==> src/xps_map.vh <==
`ifndef XPS_MAP_VH
`define XPS_MAP_VH

// ==========================================================
// Register offsets (8-bit command byte)
`define XPS_OFS_ROUTE      8'h00
`define XPS_OFS_CTRL       8'h03
`define XPS_OFS_PRESENCE   8'h04

// ==========================================================
// Control register fields
`define XPS_CTRL_KEEP_LSB  0
`define XPS_CTRL_KEEP_MSB  3
`define XPS_CTRL_IGN_EQ    4
`define XPS_CTRL_IGN_PE    5
`define XPS_CTRL_FORCE     6
`define XPS_CTRL_SOFT      7

// ==========================================================
// Reset values
`define XPS_RST_ROUTE      8'h00
`define XPS_RST_CTRL       8'h0F
`define XPS_RST_PRESENCE   4'h0

// ==========================================================
// Target address (arbitrary value)
`define XPS_SMB_ADDR       7'h5A

`endif

==> src/xps_power_status.v <==
// Functional notes
// - Control bit 7 soft sleep, resets 0; writing 0 requests power-down.
// - Device runs when sleep pin OR soft bit is high; sleeps when both low.
// - In power-down only the serial target stays alive; loss detect stays on only with force-on.
// - In power-down, force-on bit powers all receivers and loss detectors.
// - Powered up, idle logic turns off every port the routing leaves unused, unless force-on is set.
// - Output enabled only if routing needs it and its keep-alive bit is one.
// - Input enabled if a live output's routing selects it or the force-on bit is one.
// - Presence bits 0..3, one per input, 1 = valid signal, read-only, reset 0.
// - Presence bits 7..4 are reserved and read-only.
// - Control bits 3..0 are output keep-alives, reset 1111; 0 powers output off.
// - Control bit 6 keeps all inputs and loss detectors powered regardless of routing.
// - Routing holds a 2-bit input select per output, defining which ports are used.
`timescale 1ns/1ps
`default_nettype none
`include "xps_map.vh"

module xps_power_status (
    input  wire       clk,
    input  wire       arst_n,
    input  wire       scl_in,
    input  wire       sda_in,
    output wire       sda_out,
    output wire       sda_oe_n,
    input  wire       chip_sleep_pin_n,
    input  wire [3:0] signal_present_raw,
    output wire       core_powered,
    output wire [3:0] rx_enable,
    output wire [3:0] loss_detect_enable,
    output wire [3:0] tx_enable,
    output wire [7:0] route_sel
);

    // ==========================================================
    // Target states
    localparam [3:0] ST_IDLE  = 4'h0;
    localparam [3:0] ST_ADDR  = 4'h1;
    localparam [3:0] ST_AACK  = 4'h2;
    localparam [3:0] ST_CMD   = 4'h3;
    localparam [3:0] ST_CACK  = 4'h4;
    localparam [3:0] ST_WDAT  = 4'h5;
    localparam [3:0] ST_WACK  = 4'h6;
    localparam [3:0] ST_RDAT  = 4'h7;
    localparam [3:0] ST_RACK  = 4'h8;

    // ==========================================================
    // Input synchronisers
    reg  [1:0] scl_s_r;
    reg  [1:0] sda_s_r;
    reg        scl_d_r;
    reg        sda_d_r;
    reg  [1:0] pin_s_r;
    reg  [3:0] pres_s1_r;
    reg  [3:0] pres_s2_r;

    always @(posedge clk or negedge arst_n) begin
        if (!arst_n) begin
            scl_s_r   <= 2'h3;
            sda_s_r   <= 2'h3;
            scl_d_r   <= 1'b1;
            sda_d_r   <= 1'b1;
            pin_s_r   <= 2'h0;
            pres_s1_r <= 4'h0;
            pres_s2_r <= 4'h0;
        end else begin
            scl_s_r   <= {scl_s_r[0], scl_in};
            sda_s_r   <= {sda_s_r[0], sda_in};
            scl_d_r   <= scl_s_r[1];
            sda_d_r   <= sda_s_r[1];
            pin_s_r   <= {pin_s_r[0], chip_sleep_pin_n};
            pres_s1_r <= signal_present_raw;
            pres_s2_r <= pres_s1_r;
        end
    end

    wire scl_c    = scl_s_r[1];
    wire sda_c    = sda_s_r[1];
    wire scl_rise = scl_c & ~scl_d_r;
    wire scl_fall = ~scl_c & scl_d_r;
    wire bus_start = scl_c & scl_d_r & sda_d_r & ~sda_c;
    wire bus_stop  = scl_c & scl_d_r & ~sda_d_r & sda_c;

    // ==========================================================
    // Registers and power decode
    reg  [7:0] route_r;
    reg  [7:0] ctrl_r;
    reg  [3:0] used_in;
    integer    k;

    wire       soft_sleep_bit_n      = ctrl_r[`XPS_CTRL_SOFT];
    wire       loss_detect_force_on  = ctrl_r[`XPS_CTRL_FORCE];
    wire [3:0] output_keepalive_bits = ctrl_r[`XPS_CTRL_KEEP_MSB:`XPS_CTRL_KEEP_LSB];

    // Sleep only when both are low
    assign core_powered = pin_s_r[1] | soft_sleep_bit_n;

    // Every output always has a source, so each is needed by the routing
    assign tx_enable = core_powered ? output_keepalive_bits : 4'h0;

    // An input counts as used when any live output selects it
    always @* begin
        used_in = 4'h0;
        for (k = 0; k < 4; k = k + 1) begin
            if (output_keepalive_bits[k]) begin
                used_in[route_r[2*k +: 2]] = 1'b1;
            end
        end
    end

    // auto_idle_logic: unused inputs sleep unless forced on
    assign rx_enable = core_powered ? (used_in | {4{loss_detect_force_on}})
                                    : {4{loss_detect_force_on}};
    assign loss_detect_enable = rx_enable;
    assign route_sel          = route_r;

    // Unpowered detectors read as no signal
    wire [7:0] presence = {4'h0, pres_s2_r & loss_detect_enable};

    function [7:0] rd_val;
        input [7:0] ptr;
        begin
            case (ptr)
                `XPS_OFS_ROUTE:    rd_val = route_r;
                `XPS_OFS_CTRL:     rd_val = ctrl_r;
                `XPS_OFS_PRESENCE: rd_val = presence;
                default:           rd_val = 8'h00;
            endcase
        end
    endfunction

    // ==========================================================
    // Serial target: sample on SCL rise, drive after SCL fall
    reg  [3:0] state_r;
    reg  [3:0] bits_r;
    reg  [7:0] sh_r;
    reg  [7:0] ptr_r;
    reg        rd_r;
    reg        nack_r;
    reg        oe_n_r;

    // Addressed register as seen now; bit 7 goes out first
    wire [7:0] rd_now = rd_val(ptr_r);

    assign sda_out  = 1'b0;
    assign sda_oe_n = oe_n_r;

    always @(posedge clk or negedge arst_n) begin
        if (!arst_n) begin
            state_r <= ST_IDLE;
            bits_r  <= 4'h0;
            sh_r    <= 8'h00;
            ptr_r   <= 8'h00;
            rd_r    <= 1'b0;
            nack_r  <= 1'b0;
            oe_n_r  <= 1'b1;
            route_r <= `XPS_RST_ROUTE;
            ctrl_r  <= `XPS_RST_CTRL;
        end else if (bus_start) begin
            state_r <= ST_ADDR;
            bits_r  <= 4'h0;
            oe_n_r  <= 1'b1;
        end else if (bus_stop) begin
            state_r <= ST_IDLE;
            oe_n_r  <= 1'b1;
        end else if (scl_rise) begin
            case (state_r)
                ST_ADDR, ST_CMD, ST_WDAT: begin
                    sh_r   <= {sh_r[6:0], sda_c};
                    bits_r <= bits_r + 4'h1;
                end
                ST_RDAT: begin
                    bits_r <= bits_r + 4'h1;
                end
                ST_RACK: begin
                    nack_r <= sda_c;
                end
                default: begin
                    bits_r <= bits_r;
                end
            endcase
        end else if (scl_fall) begin
            case (state_r)
                ST_ADDR: begin
                    if (bits_r == 4'h8) begin
                        if (sh_r[7:1] == `XPS_SMB_ADDR) begin
                            rd_r    <= sh_r[0];
                            oe_n_r  <= 1'b0;
                            state_r <= ST_AACK;
                        end else begin
                            state_r <= ST_IDLE;
                        end
                    end
                end
                ST_AACK: begin
                    bits_r <= 4'h0;
                    if (rd_r) begin
                        sh_r    <= rd_now;
                        oe_n_r  <= rd_now[7];
                        state_r <= ST_RDAT;
                    end else begin
                        oe_n_r  <= 1'b1;
                        state_r <= ST_CMD;
                    end
                end
                ST_CMD: begin
                    if (bits_r == 4'h8) begin
                        ptr_r   <= sh_r;
                        oe_n_r  <= 1'b0;
                        state_r <= ST_CACK;
                    end
                end
                ST_CACK, ST_WACK: begin
                    bits_r  <= 4'h0;
                    oe_n_r  <= 1'b1;
                    state_r <= ST_WDAT;
                end
                ST_WDAT: begin
                    if (bits_r == 4'h8) begin
                        // Writes take effect on the eighth clock's falling edge, before the stop
                        if (ptr_r == `XPS_OFS_ROUTE) begin
                            route_r <= sh_r;
                        end else if (ptr_r == `XPS_OFS_CTRL) begin
                            ctrl_r <= sh_r;
                        end
                        // Presence and unmapped offsets drop the data
                        ptr_r   <= ptr_r + 8'h01;
                        oe_n_r  <= 1'b0;
                        state_r <= ST_WACK;
                    end
                end
                ST_RDAT: begin
                    if (bits_r == 4'h8) begin
                        oe_n_r  <= 1'b1;
                        state_r <= ST_RACK;
                    end else begin
                        oe_n_r <= sh_r[6];
                        sh_r   <= {sh_r[6:0], 1'b0};
                    end
                end
                ST_RACK: begin
                    bits_r <= 4'h0;
                    if (nack_r) begin
                        oe_n_r  <= 1'b1;
                        state_r <= ST_IDLE;
                    end else begin
                        // Host asked for more: same register again
                        sh_r    <= rd_now;
                        oe_n_r  <= rd_now[7];
                        state_r <= ST_RDAT;
                    end
                end
                default: begin
                    oe_n_r <= 1'b1;
                end
            endcase
        end
    end

endmodule // xps_power_status

`default_nettype wire

==> config.mk <==
export PLATFORM = sky130hd
export DESIGN_NAME = xps_power_status
export DESIGN_NICKNAME = d
export VERILOG_FILES = /design/src/xps_power_status.v
export VERILOG_INCLUDE_DIRS = /design/src
export SDC_FILE = /design/constraint.sdc
export NUM_CORES = 1
export LEC_CHECK = 0
export BUFFER_PORTS_ARGS = -buffer_cell sky130_fd_sc_hd__buf_2
export CORE_MARGIN = 5
export CORE_UTILIZATION = 32
export DETAILED_ROUTE_END_ITERATION = 16
export PLACE_DENSITY_LB_ADDON = 0.15
export SLEW_MARGIN = 20
export SYNTH_ARGS = -nofsm -noshare
export SYNTH_HDL_FRONTEND = slang
export SYNTH_SLANG_ARGS = --single-unit
==> constraint.sdc <==
create_clock -name clk -period 2.8 [get_ports clk]
set_clock_uncertainty 0.05 [all_clocks]
set_input_delay 0.56 -clock clk [delete_from_list [all_inputs] [get_ports clk]]
set_output_delay 0.56 -clock clk [all_outputs]
set_load 0.1 [all_outputs]
==> summary.md <==
| Metric | Value |
|---|---|
| DR vias | `between 2000 and 3000` |
| Setup WS pre-CTS | `0.305 ns` |
| Core area | `between 0.01 and 0.015 mm²` |
| Share of cells above drive strength 1 | `between 30% and 40%` |
| Post-Syn Instances | `344` |
| Final instance area | `between 0.003 and 0.004 mm²` |
| Die span in y | `about 110 µm` |
| Grt total ovfl | `0` |
| FP Rows | `37` |
| Post-layout util | `between 30% and 40%` |
| Post-Syn Area | `around 0.0034 mm²` |
| HPWL after DPL | `roughly 6600 µm` |
| Final Total Pwr | `~1.8 mW` |
| Cells after DPL | `slightly above 500` |
| Unrepaired setup endpoints after global routing | `no` |
| Ports | `32` |
| Post-cts hold buffer count | `0` |
| Most frequent cells in the layout | `dfrtp_1 (40), buf_2 (30), mux2_2 (27), nand2_1 (26), o21ai_0 (22)` |
| Yosys Warn Count | `0` |
| Most common cell after layout, fill and taps aside | `dfrtp_1` |
| Placed Area | `between 0.003 and 0.004 mm²` |
| DIE AREA | `about 0.013 mm²` |
| Skew-Pair Late Insertion Delay | `between 0.3 and 0.4 ns` |
| Max Root-Sink Buffers | `2` |
| Max Slew Vio Count | `0` |
| Fmax | `388 MHz` |
| Gr usage total | `between 15 and 20%` |
| Crit path buf inv count | `3` |
| Crit path DAT | `1.97 ns` |
| First-pass GRT wire length | `~15000 µm` |
| Critical Path Source Type | `flip-flop` |
| Syn nets | `~360` |
| CP Capture Type | `output port` |
| Initial Util | `32.7%` |
| Slowest cell on the critical path | `dfstp_2` |
| Die W | `approximately 110 µm` |
| TritonCTS clock tree | `built` |
| Crit path max-delay family | `buffers and inverters` |
| # nets final | `395` |
| Clock Tree Root | `clkbuf_8` |
| Antenna diodes | `0` |
| Slew headroom | `roughly two fifths` |
| Final Cycle Share | `92.1%` |
| PostCTS Resize Cnt | `0` |
| DRC Markers | `0` |
| Hold Violations, Final | `0` |
| Final worst-path setup slack | `around 0.22 ns` |
| Worst vdd ir | `0.000229 V` |
| Kind of critical path | `flip-flop to output port` |
| Area growth, synth to finish | `17.2%` |
| Post-synthesis register bit count | `59` |
| Crit Path Max Fanout | `6` |
| Register area share after synthesis | `44.3%` |
| # H-tree levels | `3` |
| Antenna violations before repair | `0` |
| Hold Crit Class | `input port to async pin` |
| Routed WL | `around 9000 µm` |
| WL per Instance | `between 15 and 20 µm` |
| Pwr/cell area | `between 400 and 500 mW/mm²` |
| Leak pwr | `about 1.7 nW` |
| Detailed Routing Iterations Pass 1 | `7` |
| Unique cell type count in the Yosys netlist | `59` |
| Minimum clock period | `around 2.6 ns` |
| Vias per cell | `~5.4` |
| GP Congestion | `0.831` |
| Worst Path Required | `between 2 and 2.5 ns` |
| Worst slew pin tran | `~0.90 ns` |
| Synthesized area per cell | `9.77 µm²` |
| Finished Layout Cells | `~520` |
| Critical Path, Cell by Cell | `inv_1, o32ai_1, nor4_1, buf_4, nor2_4, buf_2` |
| Clock Sink Count | `59` |
| ANT nets after route | `0` |
| Final setup viols | `0` |
| Status | `complete, no violations` |
| 1st-iter DRT viols | `228` |
| Top_reg_cell synth | `dfrtp_1` |
| Vias in the first global route | `between 2000 and 3000` |
| Count of maximum capacitance violations | `0` |
| Setup TNS | `0 ns` |
| Port bufs | `30` |
| Largest net degree at the start of global routing | `27` |
| Hold WS | `slightly above 0.08 ns` |
| Clk slew on worst S/H paths | `0.08 ns` |
| Post-CTS Setup Bufs | `0` |
| Fill count | `between 1000 and 1500` |
| Post-synth EDFFs | `0` |
| Max incr delay on CP | `between 0.5 and 0.6 ns` |
| Asr flop ratio synth | `100%` |
| TritonCTS buffer count | `9` |
[metal layers]
layer / vias up / track usage [%] / wire length, µm
met3: 10 / 3.83 / 410
met4: 0 / 3.77 / 91
li1: 1319 / - / -
met2: 64 / 21.6 / 4070
met1: 1388 / 22.6 / 4600
met5: - / 0 / 0
[registers in the layout, indices dropped and copies added (netlist names), 4 cells and up]
name and count:
sh_r 8, state_r 4, pres_s1_r 4, ctrl_r 8
pres_s2_r 4, route_sel 8, bits_r 4, ptr_r 8
[report_power, final]
group / switching (mW) / internal, mW / leakage [nW]
logic: 0.0867 / 0.0406 / 0.865
registers: 0.0201 / 0.877 / 0.743
clock network: 0.384 / 0.417 / 0.0998
total: 0.491 / 1.33 / 1.71
[worst register-to-register path, stage by stage (launching register included)]
cell     delay [ns]
dfrtp_1        0.42
or4_1          0.56
or3_4          0.43
nor4_4         0.54
mux2_2         0.40
[worst paths after layout]
| kind | cells past startpoint | from | slack (ns) | endpoint |
|---|---|---|---|---|
| max | 6 | ctrl_r[0] | 0.22 | rx_enable[0] |
| min | 1 | arst_n | 0.08 | sh_r[7] |
| max reg2reg | 4 | ptr_r[5] | 0.28 | route_sel[3] |
| min reg2reg | 0 | pin_s_r[0] | 0.30 | pin_s_r[1] |
| max in group asynchronous | 2 | arst_n | 1.89 | scl_d_r |
| min in group clk | 1 | chip_sleep_pin_n | 0.26 | pin_s_r[0] |
[area by class of cell]
class	instances	area (µm²)	area share [%]
clock buffers	9	124	3.14
clock inverters	7	77.6	1.97
inverters	21	82.6	2.10
multi-input cells	241	1710	43.5
flip-flops and latches	59	1500	38.1
well taps	136	170	4.32
repair buffers	46	270	6.86
[logic make-up after synthesis]
family,Yosys count,share of synthesized area (%)
AND/OR/NAND/NOR,113,18.7
AO/OA/AOI/OAI,86,17.3
XOR/XNOR,3,0.782
adder cells (fa/ha/maj),8,2.98
buffers and inverters,44,5.77
multiplexers,30,9.94
other,1,0.112
flip-flops,59,44.3
[cells in the mapped netlist (3+ instances only)]
| master | n | area share [%] |
|---|---|---|
| nand2b_1 | 4 | 0.74 |
| buf_4 | 5 | 1.1 |
| nor3_1 | 4 | 0.60 |
| dfstp_2 | 11 | 8.6 |
| dfrtp_1 | 48 | 36 |
| o21ai_0 | 22 | 3.3 |
| a22oi_1 | 9 | 2.0 |
| nor2_1 | 20 | 2.2 |
| o22ai_1 | 4 | 0.74 |
| nor4_1 | 3 | 0.56 |
| nand3b_1 | 6 | 1.3 |
| ha_1 | 8 | 3.0 |
| nand2_1 | 26 | 2.9 |
| and3_1 | 4 | 0.74 |
| a21oi_1 | 11 | 1.6 |
| o31a_2 | 3 | 0.89 |
| nand4_1 | 7 | 1.3 |
| a211oi_1 | 4 | 0.89 |
| o31ai_1 | 8 | 1.8 |
| mux2i_1 | 3 | 0.89 |
| o211ai_1 | 3 | 0.67 |
| mux2_2 | 27 | 9.0 |
| nor3b_1 | 3 | 0.67 |
| a31oi_1 | 5 | 0.93 |
| nor2b_1 | 6 | 1.1 |
| xor2_1 | 3 | 0.78 |
| nand3_1 | 13 | 1.9 |
| inv_1 | 21 | 2.3 |
| clkbuf_1 | 15 | 1.7 |
Note: power is estimated with default switching activity, not from simulation.
